==> src/common/omc_pkg.sv <==
// shared constants and types for the operating-mode wake controller
package omc_pkg;

   // ---------------------------------------------------------------
   // register byte offsets
   // ---------------------------------------------------------------
   localparam logic [7:0] OFF_MODE = 8'h00;
   localparam logic [7:0] OFF_WDOG = 8'h04;
   localparam logic [7:0] OFF_WAKE = 8'h08;
   localparam logic [7:0] OFF_STAT = 8'h0C;

   // ---------------------------------------------------------------
   // field positions and reset values
   // ---------------------------------------------------------------
   localparam int MODE_HIGH_SEL = 0;
   localparam int MODE_IDLE_EN = 1;
   localparam int MODE_HTO = 2;
   localparam int MODE_LTO = 3;
   localparam int MODE_FAST = 4;
   localparam int MODE_DIV_LSB = 5;
   localparam logic [7:0] MODE_RESET = 8'h03;
   localparam int WDOG_KEEP_BIT = 7;
   localparam logic [7:0] WDOG_RESET = 8'h7A;
   localparam logic [3:0] WDOG_OFF_CODE = 4'hA;
   localparam logic [7:0] WAKE_RESET = 8'h00;
   localparam logic [2:0] DIV_LOW_MAX = 3'h1;
   localparam logic [2:0] DIV_HIGH_MIN = 3'h2;
   localparam int STAT_PDF = 0;
   localparam int STAT_TO = 1;
   localparam int STAT_MODE_LSB = 4;
   localparam logic [1:0] RESP_OKAY = 2'h0;
   localparam logic [1:0] RESP_SLVERR = 2'h2;

   // ---------------------------------------------------------------
   // timing
   // ---------------------------------------------------------------
   localparam int CLK_PERIOD_NS = 4;
   localparam int LOW_INTERNAL_RC_OSC_PERIOD_NS = 31250;
   localparam int LOW_INTERNAL_RC_OSC_CYCLES = LOW_INTERNAL_RC_OSC_PERIOD_NS / CLK_PERIOD_NS;
   localparam logic [10:0] HXT_READY_CYC = 11'h400;
   localparam logic [10:0] RC_READY_CYC = 11'h010;
   localparam logic [1:0] LOW_INTERNAL_RC_OSC_READY_TICKS = 2'h2;

   // ---------------------------------------------------------------
   // types
   // ---------------------------------------------------------------
   typedef enum logic [1:0] {
      osc_crystal,
      osc_ext_rc,
      osc_int_rc
   } omc_osc_t;

   typedef enum logic [2:0] {
      mode_run,
      mode_deep_sleep,
      mode_light_sleep,
      mode_idle_no_sysclk,
      mode_idle_with_sysclk
   } omc_mode_t;

endpackage : omc_pkg

==> src/omc_top.sv <==
// operating-mode controller: clock select, halt modes, wake-up, flags
//
// The AXI4-Lite register port and the placing of the registers were decided locally.
`timescale 1ns/1ps
// How it works
// select low and divider 000/001 runs system clock from slow oscillator
// select high, or divider 010..111, returns to high-speed oscillator
// running from slow clock stops high oscillator and its divided clocks
// switch into slow mode waits for low-oscillator-ready, readable by software
// software checks high-oscillator-ready before relying on high clock
// halt, idle off, watchdog and detector off: deep sleep, all stopped
// halt, idle off, watchdog or detector on: light sleep on sub clock
// light sleep: enabled sub-clocked watchdog cleared and keeps counting
// halt, idle on, clock-keep off: system clock stops, time base runs
// that idle: sub-clocked watchdog runs, system-clocked watchdog stops
// halt, idle on, clock-keep on: all clocks run, execution stops
// that idle: enabled watchdog cleared and runs from either source
// any halt mode sets power-down flag, clears timeout, holds state
// wake on external reset, port A fall, interrupt, watchdog overflow
// reset wake gives full reset; watchdog wake gives watchdog reset
// power-down flag cleared by power-up or watchdog clear, set by halt
// watchdog timeout asleep sets timeout flag, resets only pc and sp
// per-pin wake mask on port A falls; resume after halt
// disabled interrupt or full stack wake resumes after halt
// enabled interrupt with stack room takes normal interrupt response
// interrupt already flagged at halt cannot wake the device
// divider 000/001 slow clock, 010..111 high clock over 64..2
// high ready after 1024 crystal cycles or 16 rc cycles
// low ready after two slow-oscillator cycles
// fast wake with crystal runs from sub clock until crystal ready
// clock switches land on a clock boundary; halt acts when taken
module omc_top #(
   parameter int unsigned LOW_INTERNAL_RC_OSC_DIV = omc_pkg::LOW_INTERNAL_RC_OSC_CYCLES
) (
   // clock and reset
   input wire logic aclk,
   input wire logic aresetn,
   // axi4-lite write channels
   input wire logic [7:0] s_axi_awaddr,
   input wire logic s_axi_awvalid,
   output logic s_axi_awready,
   input wire logic [31:0] s_axi_wdata,
   input wire logic [3:0] s_axi_wstrb,
   input wire logic s_axi_wvalid,
   output logic s_axi_wready,
   output logic [1:0] s_axi_bresp,
   output logic s_axi_bvalid,
   input wire logic s_axi_bready,
   // axi4-lite read channels
   input wire logic [7:0] s_axi_araddr,
   input wire logic s_axi_arvalid,
   output logic s_axi_arready,
   output logic [31:0] s_axi_rdata,
   output logic [1:0] s_axi_rresp,
   output logic s_axi_rvalid,
   input wire logic s_axi_rready,
   // core events and wake sources
   input wire logic halt_exec,
   input wire logic clr_wdt,
   input wire logic wdt_overflow,
   input wire logic ext_reset,
   input wire logic stack_full,
   input wire logic [7:0] irq_req,
   input wire logic [7:0] irq_en,
   input wire logic [7:0] port_a_in,
   // configuration options
   input wire omc_pkg::omc_osc_t osc_type,
   input wire logic wdt_cfg_en,
   input wire logic wdt_src_sub,
   input wire logic lvd_on,
   // clock controls
   output logic sys_clk_en,
   output logic sys_from_low,
   output logic hosc_run,
   output logic losc_run,
   output logic tb_clk_run,
   output logic wdt_clk_run,
   output logic cpu_run,
   output logic high_osc_ready,
   output logic low_osc_ready,
   // wake and reset pulses
   output logic wdt_clear,
   output logic resume_next,
   output logic irq_service,
   output logic sys_reset,
   output logic wdt_reset
);

   // ---------------------------------------------------------------
   // state
   // ---------------------------------------------------------------
   logic [2:0] div_sel_ff;
   logic fast_en_ff, idle_en_ff, high_sel_ff;
   logic [7:0] wdog_ff, wake_mask_ff;
   logic pdf_ff, to_ff;
   omc_pkg::omc_mode_t mode_ff, nxt_mode, entry_mode;
   logic eff_high_ff, fast_ff;
   logic [2:0] eff_div_ff;
   logic [15:0] low_internal_rc_osc_cnt_ff;
   logic [1:0] lto_cnt_ff;
   logic lto_ff, hto_ff;
   logic [10:0] hto_cnt_ff;
   logic [5:0] div_cnt_ff;
   logic [7:0] stale_ff, port_prev_ff;
   logic wdt_clear_ff, resume_ff, service_ff, sys_reset_ff, wdt_reset_ff;
   logic bvalid_ff, rvalid_ff;
   logic [1:0] bresp_ff, rresp_ff;
   logic [31:0] rdata_ff;

   // slow-clock decode shared by request and applied selection
   function automatic logic sel_is_low(input logic high,
                                       input logic [2:0] div);
      return !high && (div <= omc_pkg::DIV_LOW_MAX);
   endfunction : sel_is_low

   // ---------------------------------------------------------------
   // decode
   // ---------------------------------------------------------------
   wire wdt_enabled = wdt_cfg_en ||
                      (wdog_ff[3:0] != omc_pkg::WDOG_OFF_CODE);
   wire low_power = (mode_ff != omc_pkg::mode_run);
   wire req_low = sel_is_low(high_sel_ff, div_sel_ff);
   wire eff_low = sel_is_low(eff_high_ff, eff_div_ff);
   wire osc_stopped = (mode_ff == omc_pkg::mode_deep_sleep) ||
                      (mode_ff == omc_pkg::mode_light_sleep) ||
                      (mode_ff == omc_pkg::mode_idle_no_sysclk);
   wire sysclk_on = (mode_ff == omc_pkg::mode_run) ||
                    (mode_ff == omc_pkg::mode_idle_with_sysclk);
   wire low_internal_rc_osc_tick = losc_run && (low_internal_rc_osc_cnt_ff == 16'(LOW_INTERNAL_RC_OSC_DIV - 1));
   wire [5:0] div_mask = 6'h3F >> (eff_div_ff - omc_pkg::DIV_HIGH_MIN);
   wire div_hit = ((div_cnt_ff & div_mask) == div_mask);
   wire [10:0] hto_limit = (osc_type == omc_pkg::osc_crystal) ?
                           omc_pkg::HXT_READY_CYC : omc_pkg::RC_READY_CYC;
   wire sel_ready = req_low ? lto_ff : hto_ff;
   wire halt_go = halt_exec && !low_power;
   wire [7:0] new_irq = irq_req & ~stale_ff;
   wire porta_wake = |(port_prev_ff & ~port_a_in & wake_mask_ff);
   wire irq_wake = |new_irq;
   wire irq_ok = (|(new_irq & irq_en)) && !stack_full;
   wire wdt_wake = low_power && !ext_reset && wdt_overflow;
   wire plain_wake = low_power && !ext_reset && !wdt_overflow &&
                     (porta_wake || irq_wake);
   wire fast_arm = (mode_ff == omc_pkg::mode_light_sleep ||
                    mode_ff == omc_pkg::mode_idle_no_sysclk) &&
                   (plain_wake || wdt_wake) && fast_en_ff &&
                   (osc_type == omc_pkg::osc_crystal) && !eff_low;

   // halt target from idle, clock-keep and watchdog/detector state
   assign entry_mode = idle_en_ff ?
      (wdog_ff[omc_pkg::WDOG_KEEP_BIT] ? omc_pkg::mode_idle_with_sysclk
                                       : omc_pkg::mode_idle_no_sysclk)
      : ((wdt_enabled || lvd_on) ? omc_pkg::mode_light_sleep
                                 : omc_pkg::mode_deep_sleep);

   // clock gating outputs follow the current mode
   assign hosc_run = !osc_stopped && !(eff_low && req_low && !fast_ff);
   assign losc_run = (mode_ff != omc_pkg::mode_deep_sleep);
   assign tb_clk_run = (mode_ff != omc_pkg::mode_deep_sleep) &&
                       (mode_ff != omc_pkg::mode_light_sleep);
   assign cpu_run = !low_power;
   assign sys_from_low = eff_low || fast_ff;
   assign sys_clk_en = sysclk_on &&
      (sys_from_low ? low_internal_rc_osc_tick : (eff_high_ff || div_hit));
   assign high_osc_ready = hto_ff;
   assign low_osc_ready = lto_ff;

   // watchdog clock per mode; a system-clocked watchdog needs sysclk
   always_comb begin
      unique case (mode_ff)
         omc_pkg::mode_run: wdt_clk_run = wdt_enabled;
         omc_pkg::mode_deep_sleep: wdt_clk_run = 1'b0;
         omc_pkg::mode_light_sleep: wdt_clk_run = wdt_enabled && wdt_src_sub;
         omc_pkg::mode_idle_no_sysclk: wdt_clk_run = wdt_enabled && wdt_src_sub;
         omc_pkg::mode_idle_with_sysclk: wdt_clk_run = wdt_enabled;
         default: wdt_clk_run = 1'b0;
      endcase
   end

   // mode sequencing; a reset wake beats a watchdog wake beats the rest
   always_comb begin
      nxt_mode = mode_ff;
      if (ext_reset || wdt_wake || plain_wake) begin
         nxt_mode = omc_pkg::mode_run;
      end else if (halt_go) begin
         nxt_mode = entry_mode;
      end
   end

   // ---------------------------------------------------------------
   // oscillators and dividers
   // ---------------------------------------------------------------
   // slow oscillator period and its ready count
   always_ff @(posedge aclk) begin
      if (!aresetn || !losc_run || low_internal_rc_osc_tick) begin
         low_internal_rc_osc_cnt_ff <= 16'h0000;
      end else begin
         low_internal_rc_osc_cnt_ff <= low_internal_rc_osc_cnt_ff + 16'h0001;
      end
   end

   always_ff @(posedge aclk) begin
      if (!aresetn || !losc_run) begin
         lto_cnt_ff <= 2'h0;
         lto_ff <= 1'b0;
      end else if (low_internal_rc_osc_tick && !lto_ff) begin
         lto_cnt_ff <= lto_cnt_ff + 2'h1;
         lto_ff <= (lto_cnt_ff + 2'h1 == omc_pkg::LOW_INTERNAL_RC_OSC_READY_TICKS);
      end
   end

   // high oscillator settles for an oscillator-type count after start
   always_ff @(posedge aclk) begin
      if (!aresetn || !hosc_run) begin
         hto_cnt_ff <= 11'h000;
         hto_ff <= 1'b0;
      end else if (!hto_ff) begin
         hto_cnt_ff <= hto_cnt_ff + 11'h001;
         hto_ff <= (hto_cnt_ff + 11'h001 == hto_limit);
      end
   end

   always_ff @(posedge aclk) begin
      if (!aresetn) begin
         div_cnt_ff <= 6'h00;
      end else begin
         div_cnt_ff <= div_cnt_ff + 6'h01;
      end
   end

   // applied selection moves only on a system clock edge, once the
   // target oscillator is ready, so no runt period reaches the core
   always_ff @(posedge aclk) begin
      if (!aresetn) begin
         eff_high_ff <= omc_pkg::MODE_RESET[omc_pkg::MODE_HIGH_SEL];
         eff_div_ff <= omc_pkg::MODE_RESET[omc_pkg::MODE_DIV_LSB +: 3];
      end else if (sys_clk_en && sel_ready && !fast_ff) begin
         eff_high_ff <= high_sel_ff;
         eff_div_ff <= div_sel_ff;
      end
   end

   // fast wake: sub clock carries the system until the crystal is ready
   always_ff @(posedge aclk) begin
      if (!aresetn) begin
         fast_ff <= 1'b0;
      end else if (fast_arm) begin
         fast_ff <= 1'b1;
      end else if (hto_ff) begin
         fast_ff <= 1'b0;
      end
   end

   // ---------------------------------------------------------------
   // mode, flags and wake pulses
   // ---------------------------------------------------------------
   always_ff @(posedge aclk) begin
      if (!aresetn) begin
         mode_ff <= omc_pkg::mode_run;
         stale_ff <= 8'h00;
         port_prev_ff <= 8'h00;
      end else begin
         mode_ff <= nxt_mode;
         stale_ff <= halt_go ? irq_req : stale_ff;
         port_prev_ff <= port_a_in;
      end
   end

   // flags: a set in the same cycle as a clear wins
   always_ff @(posedge aclk) begin
      if (!aresetn) begin
         pdf_ff <= 1'b0;
         to_ff <= 1'b0;
      end else begin
         if (halt_go) begin
            pdf_ff <= 1'b1;
         end else if (clr_wdt) begin
            pdf_ff <= 1'b0;
         end
         if (wdt_overflow) begin
            to_ff <= 1'b1;
         end else if (halt_go || clr_wdt) begin
            to_ff <= 1'b0;
         end
      end
   end

   // one-cycle results of halt and wake events
   always_ff @(posedge aclk) begin
      if (!aresetn) begin
         wdt_clear_ff <= 1'b0;
         resume_ff <= 1'b0;
         service_ff <= 1'b0;
         sys_reset_ff <= 1'b0;
         wdt_reset_ff <= 1'b0;
      end else begin
         wdt_clear_ff <= halt_go;
         service_ff <= plain_wake && irq_wake && irq_ok;
         resume_ff <= plain_wake && !(irq_wake && irq_ok);
         sys_reset_ff <= ext_reset || (!low_power && wdt_overflow);
         wdt_reset_ff <= wdt_wake;
      end
   end

   assign wdt_clear = wdt_clear_ff;
   assign resume_next = resume_ff;
   assign irq_service = service_ff;
   assign sys_reset = sys_reset_ff;
   assign wdt_reset = wdt_reset_ff;

   // ---------------------------------------------------------------
   // axi4-lite slave
   // ---------------------------------------------------------------
   // both write channels are taken together in one cycle
   wire wr_go = s_axi_awvalid && s_axi_wvalid && !bvalid_ff;
   wire rd_go = s_axi_arvalid && !rvalid_ff;
   wire wr_mode = (s_axi_awaddr == omc_pkg::OFF_MODE);
   wire wr_wdog = (s_axi_awaddr == omc_pkg::OFF_WDOG);
   wire wr_wake = (s_axi_awaddr == omc_pkg::OFF_WAKE);
   wire wr_hit = wr_mode || wr_wdog || wr_wake ||
                 (s_axi_awaddr == omc_pkg::OFF_STAT);
   wire wr_lane = wr_go && s_axi_wstrb[0];
   wire [7:0] mode_rd = {div_sel_ff, fast_en_ff, lto_ff, hto_ff,
                         idle_en_ff, high_sel_ff};
   wire [7:0] stat_rd = {1'b0, 3'(mode_ff), 2'b00, to_ff, pdf_ff};

   assign s_axi_awready = wr_go;
   assign s_axi_wready = wr_go;
   assign s_axi_bvalid = bvalid_ff;
   assign s_axi_bresp = bresp_ff;
   assign s_axi_arready = !rvalid_ff;
   assign s_axi_rvalid = rvalid_ff;
   assign s_axi_rresp = rresp_ff;
   assign s_axi_rdata = rdata_ff;

   // software-written controls
   always_ff @(posedge aclk) begin
      if (!aresetn) begin
         high_sel_ff <= omc_pkg::MODE_RESET[omc_pkg::MODE_HIGH_SEL];
         idle_en_ff <= omc_pkg::MODE_RESET[omc_pkg::MODE_IDLE_EN];
         fast_en_ff <= omc_pkg::MODE_RESET[omc_pkg::MODE_FAST];
         div_sel_ff <= omc_pkg::MODE_RESET[omc_pkg::MODE_DIV_LSB +: 3];
         wdog_ff <= omc_pkg::WDOG_RESET;
         wake_mask_ff <= omc_pkg::WAKE_RESET;
      end else if (wr_lane) begin
         if (wr_mode) begin
            high_sel_ff <= s_axi_wdata[omc_pkg::MODE_HIGH_SEL];
            idle_en_ff <= s_axi_wdata[omc_pkg::MODE_IDLE_EN];
            fast_en_ff <= s_axi_wdata[omc_pkg::MODE_FAST];
            div_sel_ff <= s_axi_wdata[omc_pkg::MODE_DIV_LSB +: 3];
         end
         if (wr_wdog) begin
            wdog_ff <= s_axi_wdata[7:0];
         end
         if (wr_wake) begin
            wake_mask_ff <= s_axi_wdata[7:0];
         end
      end
   end

   // write response; unmapped offsets answer slverr
   always_ff @(posedge aclk) begin
      if (!aresetn) begin
         bvalid_ff <= 1'b0;
         bresp_ff <= omc_pkg::RESP_OKAY;
      end else if (wr_go) begin
         bvalid_ff <= 1'b1;
         bresp_ff <= wr_hit ? omc_pkg::RESP_OKAY : omc_pkg::RESP_SLVERR;
      end else if (s_axi_bready) begin
         bvalid_ff <= 1'b0;
      end
   end

   // read data; registers are 8 bits, upper bits read zero
   always_ff @(posedge aclk) begin
      if (!aresetn) begin
         rvalid_ff <= 1'b0;
         rresp_ff <= omc_pkg::RESP_OKAY;
         rdata_ff <= 32'h0000_0000;
      end else if (rd_go) begin
         rvalid_ff <= 1'b1;
         rresp_ff <= omc_pkg::RESP_OKAY;
         unique case (s_axi_araddr)
            omc_pkg::OFF_MODE: rdata_ff <= {24'h000000, mode_rd};
            omc_pkg::OFF_WDOG: rdata_ff <= {24'h000000, wdog_ff};
            omc_pkg::OFF_WAKE: rdata_ff <= {24'h000000, wake_mask_ff};
            omc_pkg::OFF_STAT: rdata_ff <= {24'h000000, stat_rd};
            default: begin
               rdata_ff <= 32'h0000_0000;
               rresp_ff <= omc_pkg::RESP_SLVERR;
            end
         endcase
      end else if (s_axi_rready) begin
         rvalid_ff <= 1'b0;
      end
   end
endmodule : omc_top
==> config.mk <==
export PLATFORM = sky130hd
export DESIGN_NAME = omc_top
export DESIGN_NICKNAME = d
export VERILOG_FILES = /design/src/common/omc_pkg.sv /design/src/omc_top.sv
export SDC_FILE = /design/constraint.sdc
export NUM_CORES = 1
export LEC_CHECK = 0
export BUFFER_PORTS_ARGS = -buffer_cell sky130_fd_sc_hd__buf_4
export CAP_MARGIN = 15
export CORE_ASPECT_RATIO = 1.5
export CORE_MARGIN = 3
export CORE_UTILIZATION = 45
export CTS_BUF_LIST = sky130_fd_sc_hd__clkbuf_2 sky130_fd_sc_hd__clkbuf_4 sky130_fd_sc_hd__clkbuf_8
export CTS_CLUSTER_SIZE = 12
export DETAILED_ROUTE_END_ITERATION = 16
export GPL_ROUTABILITY_DRIVEN = 1
export PLACE_DENSITY_LB_ADDON = 0.08
export SYNTH_ARGS = -nofsm -noshare
export SYNTH_HDL_FRONTEND = slang
export SYNTH_SLANG_ARGS = --single-unit
==> constraint.sdc <==
create_clock -name aclk -period 1.9 [get_ports aclk]
set_clock_uncertainty 0.2 [all_clocks]
set_input_delay 0.38 -clock aclk [delete_from_list [all_inputs] [get_ports aclk]]
set_output_delay 0.38 -clock aclk [all_outputs]
set_load 0.01 [all_outputs]
==> results by group, run 1 <==
Critical path
  • Worst-path fanout max: 3
  • Setup crit start kind: flop
  • Setup crit end kind: output pin
  • Required time of the worst setup path: 1.32 ns
  • Critical path arrival: 1.85 ns
  • Critical Setup Path Class: reg -> out

Synthesis
  • Synth warn: 0
  • Distinct cells, synth: 67
  • Post-synth EDFFs: 0
  • Avg Synthesized Cell Area: 9.389 um^2
  • Gate Count Post-Synth: 526
  • Async set-reset flop share out of synthesis: 0%
  • Seq/Total Area, Yosys: 41.35%
  • Synthesized cell area: 4938 um^2
  • Synth Flop Type: dfxtp_1
  • Yosys reg bits: 102

Timing
  • Final-report setup violation count: 19
  • Hold_ws: 0.02156 ns
  • Slew Viols, Final: 0
  • F_max: 411.6 MHz
  • Setup TNS: -3.094 ns
  • Period utilization: 127.9%
  • Fin. Hold Viols: 0
  • Unrepaired setup endpoints after global routing: true
  • Final worst slack: -0.5293 ns
  • Final min period: 2.429 ns

Routing
  • Post-route ant nets: 0
  • WL final: 11940 um
  • Detailed Route Iter0 Violations: 119
  • Via count: 4171
  • DR pass1 iterations: 4
  • Vias per cell: 4.936
  • DRC violations left: 0
  • Post-DR wirelength/cell: 14.13 um

Placement
  • Hpwl dp: 9038 um
  • Dpl cell area: 6201 um^2
  • Worst slack, placed: -0.2813 ns
  • IO buf count: 94
  • GP Congestion: 0.8042

Floorplan
  • Io pins: 148
  • Die Wd: 91.54 um
  • # rows: 46
  • Core area: 10650 um^2
  • Die height: 134.3 um
  • Starting Density: 46.38%
  • Die area: 12290 um^2

Worst hold path
  • Worst Hold Class: in -> reg

Clock network
  • TritonCTS clock tree: done
  • Cts bufs inserted: 9
  • Clk pin slew, worst setup/hold paths: 0.09 ns
  • CTS max path bufs: 2
  • H-Tree Depth: 3
  • TritonCTS Sinks: 102
  • Clock Latency Late Sink: 0.38 ns
  • Root Buffer: clkbuf_8

Global route
  • Global-route wire length before repair: 19330 um
  • GRT Overall Usage: 19.53%
  • Vias in the first global route: 4106
  • Largest net degree at the start of global routing: 37
  • Initial antenna violation count: 0
  • Grt ovf: 0

Job
  • Max cap viols: 0

Final layout
  • Layout fillers: 931
  • Final instance area: 6860 um^2
  • ANT cells: 0
  • # nets final: 796
  • Share of cells above drive strength 1: 37.66%
  • Synthesis-to-layout area growth: 38.92%

Run status
  • Outcome: complete, but fails checks
  • Failing checks: negative setup slack

Pwr
  • Power per cell area: 611.5 nW/um^2
  • Leakage: 2.981 nW
  • Peak supply drop: 0.0003436 V
[stage by stage]
step | util, % | power, mW | cells
2_1_floorplan | - | 2.564 | 551
3_5_place_dp | 58.24 | 2.793 | 811
3_3_place_gp | 58.24 | 2.781 | 811
4_1_cts | 62.57 | 4.206 | 842
6_report | 64.43 | 4.195 | 845
5_1_grt | 64.43 | 4.386 | 845
[path summary, 6_finish.rpt]
path | start | end | slack [ns] | cells after the start
worst min register to register | stale_ff[1] | stale_ff[1] | 0.27 | 2
worst max-delay path | eff_div_ff[1] | sys_clk_en | -0.53 | 7
worst max register to register | eff_div_ff[1] | eff_div_ff[2] | -0.30 | 11
worst min-delay path | port_a_in[2] | port_prev_ff[2] | 0.02 | 2
[sequential cells by signal, summed over array words and instances, names as in the netlist, 2 cells and up]
name / cells
port_prev_ff: 8
wake_mask_ff: 8
stale_ff: 8
hto_cnt_ff: 11
mode_ff: 3
div_cnt_ff: 6
eff_div_ff: 3
div_sel_ff: 3
low_internal_rc_osc_cnt_ff: 16
wdog_ff: 8
s_axi_rdata: 8
lto_cnt_ff: 2
[repair_timing]
item,in CTS,in global routing
pin swaps,11,19
hold buffers,8,0
buffers inserted,7,3
setup endpoints to repair,25,42
hold endpoints to repair,9,0
cloned,0,1
gates resized for setup,32,45
[synthesized netlist by cell type, types with 3 or more instances]
cell type	number	area [um^2]
nor3_1	6	30.03
and3b_1	3	26.28
o21ai_0	6	30.03
or4_1	4	30.03
mux2i_1	31	310.3
o21a_1	3	22.52
clkbuf_1	9	33.78
nor2_1	49	183.9
nand3_1	17	85.08
dfxtp_1	102	2042
buf_2	6	30.03
nor2b_1	39	244.0
ha_1	7	87.58
xnor2_1	16	140.1
xor2_1	15	131.4
nand4_1	6	37.54
inv_1	14	52.55
buf_4	27	202.7
and3_1	6	37.54
a21oi_1	6	30.03
nand3b_1	5	37.54
nand2_1	52	195.2
a21boi_0	12	90.09
mux4_2	5	112.6
and2_1	14	87.58
a22oi_1	12	90.09
[cells in the final DEF, fill, tap and decap left out, types with 6 or more instances in the layout]
master,instances
a21boi_0,11
a22oi_1,12
and2_1,14
and3_1,6
buf_4,157
buf_6,13
clkbuf_8,9
conb_1,26
dfxtp_1,85
dfxtp_2,15
dlygate4sd3_1,8
inv_1,10
mux2i_1,31
nand2_1,51
nand3_1,16
nand4_1,6
nor2_1,42
nor2b_1,37
xnor2_1,16
xor2_1,15
[routing by layer]
| metal | wire length [um] | global-route usage [%] |
|---|---|---|
| met2 | 6379 | 35.38 |
| met5 | 0 | 0 |
| met4 | 212 | 7.383 |
| met3 | 523 | 3.367 |
| met1 | 4823 | 22.69 |
[final cells by class]
| type | count | area [um^2] | share of cell area [%] |
|---|---|---|---|
| Multi-Input combinational cell | 387 | 2870 | 41.84 |
| Clock inverter | 4 | 47.55 | 0.6931 |
| Tap cell | 144 | 180.2 | 2.626 |
| Timing Repair Buffer | 182 | 1490 | 21.72 |
| Clock buffer | 12 | 146.4 | 2.134 |
| Sequential cell | 102 | 2068 | 30.15 |
| Inverter | 14 | 57.56 | 0.8390 |
[cells by family after synthesis]
kind of cell / after synthesis / synth area share, %
buffers and inverters: 62 / 7.752
multiplexers: 36 / 8.564
flip-flops: 102 / 41.35
other: 1 / 0.07593
XOR/XNOR: 31 / 5.498
adder cells (fa/ha/maj): 7 / 1.773
AND/OR/NAND/NOR: 226 / 25.34
AO/OA/AOI/OAI: 61 / 9.653
[where the power goes]
group | total (mW) | internal, mW | switching, mW
Combinational | 0.592 | 0.322 | 0.270
Clock | 1.38 | 0.650 | 0.725
Sequential | 2.23 | 2.19 | 0.0357
Total | 4.20 | 3.16 | 1.03
[worst max-delay path, cell delays in order (launching register included)]
cell	delay, ns
dfxtp_2	0.36
inv_4	0.05
ha_4	0.15
a21boi_4	0.13
or4_4	0.44
o21ai_4	0.16
a21oi_2	0.05
buf_4	0.14
No activity file was read; power rests on OpenSTA's default activity.
==> inputs of run 2 (changes only) <==
- ABC_CLOCK_PERIOD_IN_PS: default -> 1900
- CELL_PAD_IN_SITES_DETAIL_PLACEMENT: default -> 1
- CELL_PAD_IN_SITES_GLOBAL_PLACEMENT: default -> 1
- CORE_UTILIZATION: 45 -> 36
==> run 2 against run 1 <==
The run still ends with negative setup slack left. Total power is 4.6% higher. Combinational power rose by 3%. Die area is 24% higher. Critical path depth unchanged. Hold slack got worse by 0.0055 ns. Routed wire length increased by 15%. Clock power grew 12%. Register-to-register slack about the same. First-iteration DRC count shrank 5.9%. Critical path type unchanged.
==> results by group, run 2 (synthesis gave the netlist of run 1 again) <==
Pwr
  • P_sw: 1.082 mW
  • Switching share of total power: 24.67%
  • Leakage: 3.001 nW
  • Comb power frac: 13.9%
  • Power per cell area: 628.8 nW/um^2
  • Internal power: 3.305 mW
  • Pwr Total: 4.387 mW
  • Clock power share: 35.4%
  • Sequential share of power: 50.7%
  • Peak supply drop: 0.0002711 V

Clock network
  • Cts bufs inserted: 9
  • Clock Latency Late Sink: 0.37 ns
  • Root Buffer: clkbuf_8
  • TritonCTS Sinks: 102
  • CTS max path bufs: 2
  • H-Tree Depth: 3
  • Clk pin slew, worst setup/hold paths: 0.10 ns
  • TritonCTS clock tree: done

Global route
  • GRT Overall Usage: 18.62%
  • Grt ovf: 0
  • Global-route wire length before repair: 22340 um
  • Largest net degree at the start of global routing: 34
  • Vias in the first global route: 4565
  • Initial antenna violation count: 0

Routing
  • Via count: 4255
  • Post-DR wirelength/cell: 15.80 um
  • Detailed Route Iter0 Violations: 112
  • Post-route ant nets: 0
  • DRC violations left: 0
  • Vias per cell: 4.913
  • DR pass1 iterations: 4
  • WL final: 13690 um

Final layout
  • Final instance area: 6977 um^2
  • Top reg by flops: low_internal_rc_osc_cnt_ff
  • ANT cells: 0
  • Most frequent cells in the layout: buf_4, dfxtp_1, nand2_1
  • Synthesis-to-layout area growth: 41.27%
  • Most common cell after layout, fill and taps aside: buf_4
  • Share of cells above drive strength 1: 39.04%
  • Largest register FFs: 16
  • # nets final: 802
  • Regs by FF count: low_internal_rc_osc_cnt_ff: 16 flops, hto_cnt_ff: 11 flops

Critical path
  • Worst r2r dst: eff_div_ff[1]
  • R2R cell count: 11
  • Critical path arrival: 1.86 ns
  • Reg2reg setup slack: -0.31 ns
  • Setup crit end kind: output pin
  • Critical Setup Path Class: reg -> out
  • Reg2reg start: eff_div_ff[1]
  • Required time of the worst setup path: 1.32 ns
  • Critical path startpoint: eff_div_ff[1]
  • Setup crit end: sys_clk_en
  • Setup crit start kind: flop
  • Worst-path fanout max: 3

Floorplan
  • Core area: 13210 um^2
  • Die Wd: 101.6 um
  • Die height: 149.4 um
  • Io pins: 148
  • Starting Density: 37.39%
  • # rows: 51
  • Die area: 15190 um^2

Placement
  • Hpwl dp: 10260 um
  • GP Congestion: 0.7680
  • IO buf count: 94
  • Dpl cell area: 6185 um^2

Timing
  • Hold_ws: 0.01609 ns
  • Final worst slack: -0.5398 ns
  • Slew Viols, Final: 0
  • Unrepaired setup endpoints after global routing: true
  • Fin. Hold Viols: 0
  • Final-report setup violation count: 19
  • Final min period: 2.440 ns
  • F_max: 409.9 MHz
  • Period utilization: 128.4%

Worst hold path
  • Hold depth: 2
  • Worst Hold Class: in -> reg

Run status
  • Failing checks: negative setup slack
  • Outcome: complete, but fails checks

Job
  • Max cap viols: 0
run 2: cell count changes in the layout (fill, tap and decap cells not counted), sizes merged:
cell / delta
clkbuf: -2
buf: +10
clkinv: -2
dlygate4sd3: -3
bufinv: +1
clkinvlp: +2
run 2: how the worst min path moves through the flow:
stage | endpoint | slack, ns | from
finish | port_prev_ff[6] | 0.02 | port_a_in[6]
global route | port_prev_ff[5] | 0.01 | port_a_in[5]
CTS | port_prev_ff[6] | 0.0009 | port_a_in[6]
detailed placement | div_cnt_ff[0] | 0.26 | div_cnt_ff[0]
global placement | stale_ff[4] | 0.25 | stale_ff[4]
floorplan | div_cnt_ff[0] | 0.23 | div_cnt_ff[0]
run 2: cell type report:
| cell class | count | area [um^2] |
|---|---|---|
| fillers | 1530 | 6232 |
| multi-input cells | 387 | 2907 |
| flip-flops and latches | 102 | 2068 |
| repair buffers | 188 | 1518 |
| well taps | 159 | 198.9 |
| clock buffers | 11 | 145.1 |
| clock inverters | 5 | 82.58 |
| inverters | 14 | 57.56 |
run 2: critical path: stages (launching register included):
cell and delay (ns):
dfxtp_4 0.38, inv_4 0.05, ha_4 0.15, a21boi_4 0.14
or4_4 0.42, o21ai_2 0.17, a21oi_2 0.05, buf_4 0.14
run 2: through the flow:
step	utilization, %	setup WS [ns]	cells	setup TNS [ns]
finish	52.82	-0.5398	866	-4.919
detailed placement	46.82	-0.3410	823	-6.427
CTS	50.53	-0.5732	856	-4.450
floorplan	-	-0.06509	551	-0.3409
global route	52.82	-0.6067	866	-6.529
global placement	46.82	-0.2762	823	-4.289
run 2: routing by layer:
layer  up-vias  part of all wire (%)  global-route usage, %
met5         -                     0                      0
met2        76                    56                  34.93
met4         0                   1.6                  5.722
li1       2103                     -                      -
met3        17                   3.8                  3.078
met1      2059                    39                  21.01
run 2: power by group through the flow:
stage	clock, mW	combinational (mW)	sequential (mW)
final	1.55	0.609	2.23
after CTS	1.60	0.566	2.22
after global routing	1.69	0.672	2.23
after detailed placement	0	0.528	2.27
after floorplan	0	0.291	2.27
after global placement	0	0.512	2.27
run 2: repair_timing:
item / CTS / global route
hold endpoints to repair: 6 / 0
resized for setup: 30 / 64
buffers inserted: 11 / 10
endpoints found under the setup margin: 42 / 49
cloned: 1 / 0
hold buffers: 5 / 0
pin swaps: 13 / 28
==> inputs of run 3 (changes only) <==
- PLACE_DENSITY_LB_ADDON: 0.08 -> 0.1
- SETUP_SLACK_MARGIN: default -> 0.5
==> run 3 against run 2 <==
The run still ends with negative setup slack left. Global-route usage increased by 1.5 points. Via count grew 5.9%. Count of clock-buffer cells in the layout is 2 lower. Clock power down 6%. Utilization up 6.5 points. Final cell count is 3.3% higher. Routed wire length grew 15%. Largest cell class unchanged.
==> results by group, run 3 (synthesis gave the netlist of run 1 again) <==
Run status
  • Outcome: complete, but fails checks
  • Failing checks: negative setup slack

Timing
  • Fin. Hold Viols: 0
  • Final-report setup violation count: 24
  • Hold_ws: 0.01960 ns
  • Slew Viols, Final: 0
  • F_max: 405.0 MHz
  • Setup TNS: -6.095 ns
  • Period utilization: 129.9%
  • Final min period: 2.469 ns
  • Unrepaired setup endpoints after global routing: true
  • Final worst slack: -0.5689 ns

Floorplan
  • Die height: 149.4 um
  • Die area: 15190 um^2
  • Io pins: 148
  • Starting Density: 37.39%
  • Die Wd: 101.6 um
  • Core area: 13210 um^2
  • # rows: 51

Routing
  • Post-Route M1 WL: 6116 um
  • DRC violations left: 0
  • WL final: 15810 um
  • Detail Route met3 WL: 556 um
  • Post-route ant nets: 0
  • Detailed Route Iter0 Violations: 108
  • Met2 WL post-DR: 8896 um
  • DR pass1 iterations: 6
  • Highest routed layer: met4
  • Vias per cell: 5.035
  • Via count: 4506
  • Post-DR wirelength/cell: 17.66 um

Global route
  • Global-route wire length before repair: 23980 um
  • Vias in the first global route: 4895
  • Largest net degree at the start of global routing: 38
  • GRT Overall Usage: 20.13%
  • Grt ovf: 0
  • Initial antenna violation count: 0

Job
  • Max cap viols: 0

Final layout
  • Finished Layout Cells: 895
  • Regs by FF count: low_internal_rc_osc_cnt_ff: 16 flops, hto_cnt_ff: 11 flops
  • Most common cell after layout, fill and taps aside: buf_4
  • Largest register FFs: 16
  • # nets final: 831
  • Share of cells above drive strength 1: 53.94%
  • Final Util: 59.30%
  • Synthesis-to-layout area growth: 58.60%
  • ANT cells: 0
  • Most frequent cells in the layout: buf_4, buf_6, dfxtp_1
  • Top reg by flops: low_internal_rc_osc_cnt_ff

Clock network
  • Cts bufs inserted: 9
  • TritonCTS Sinks: 102
  • Root Buffer: clkbuf_8
  • TritonCTS clock tree: done
  • Clk pin slew, worst setup/hold paths: 0.11 ns
  • CTS max path bufs: 2
  • Clock Latency Late Sink: 0.38 ns
  • H-Tree Depth: 3

Worst hold path
  • Worst Hold Class: in -> reg

Placement
  • Hpwl dp: 10490 um
  • GP Congestion: 0.7659
  • Cell Count Post-Placement: 819
  • IO buf count: 94

Critical path
  • Critical Setup Path Class: reg -> out
  • Required time of the worst setup path: 1.32 ns
  • Critical path arrival: 1.89 ns
  • Worst-path fanout max: 3
  • Setup crit start kind: flop
  • Setup crit end kind: output pin

Pwr
  • Leakage: 3.355 nW
  • Power per cell area: 571.4 nW/um^2
  • Peak supply drop: 0.0002982 V
## run 3: changes by cell type in the layout (fill, tap and decap cells not counted), sizes merged
| cell | before | now |
|---|---|---|
| buf | 183 | 212 |
| bufinv | 2 | 1 |
| clkbuf | 11 | 9 |
| clkinv | 0 | 1 |
| clkinvlp | 3 | 2 |
| dlygate4sd3 | 5 | 4 |
| inv | 14 | 17 |
| nand3 | 17 | 18 |
## run 3: area by class of cell
cell class	count	area, um^2
Sequential cell	102	2118
Tap cell	159	198.9
Timing Repair Buffer	216	1972
Multi-Input combinational cell	388	3274
Clock buffer	9	123.9
Fill cell	1451	5376
Clock inverter	7	80.08
Inverter	14	65.06
## run 3: power breakdown
group          leakage (nW)  internal [mW]  switching [mW]
Combinational          2.41          0.422           0.363
Clock                0.0968          0.626           0.834
Sequential            0.849           2.19          0.0422
Total                  3.35           3.24            1.24
## run 3: layer usage
metal	vias up	track usage, %
li1	2168	-
met1	2224	22.21
met2	98	38.11
met3	16	3.638
met4	0	6.188
met5	-	0
## run 3: final timing paths
path	startpoint	to	slack, ns	cells past startpoint
hold reg to reg	stale_ff[3]	stale_ff[3]	0.28	2
hold / removal	s_axi_wdata[3]	wdog_ff[3]	0.02	3
setup / recovery	eff_div_ff[1]	sys_clk_en	-0.57	7
setup reg to reg	eff_div_ff[1]	eff_div_ff[1]	-0.32	10
## run 3: timing repair
action                                 4_1_cts  5_1_grt
pin swaps                                   40       47
hold buffers                                 4        0
setup endpoints to repair                  111      114
setup buffers                               36       18
gates cloned                                 2        0
endpoints found under the hold margin        5        0
resized for setup                          164       92
## run 3: per-stage QoR
stage                     setup slack [ns]  total power, mW  cell area (um^2)
after global placement             -0.2070            2.809              6276
after floorplan                   -0.06509            2.595              5271
final                              -0.5689            4.475              7833
after global routing               -0.6475            4.690              7833
after detailed placement           -0.2347            2.829              6276
after CTS                          -0.5708            4.393              7328
## run 3: worst max-delay path, cell delays in order, from the launching register on
cell and delay, ns:
dfxtp_4 0.39, inv_4 0.05, ha_4 0.15, a21boi_4 0.14, or4_1 0.42, o21ai_2 0.18, a21oi_2 0.05, buf_4 0.14
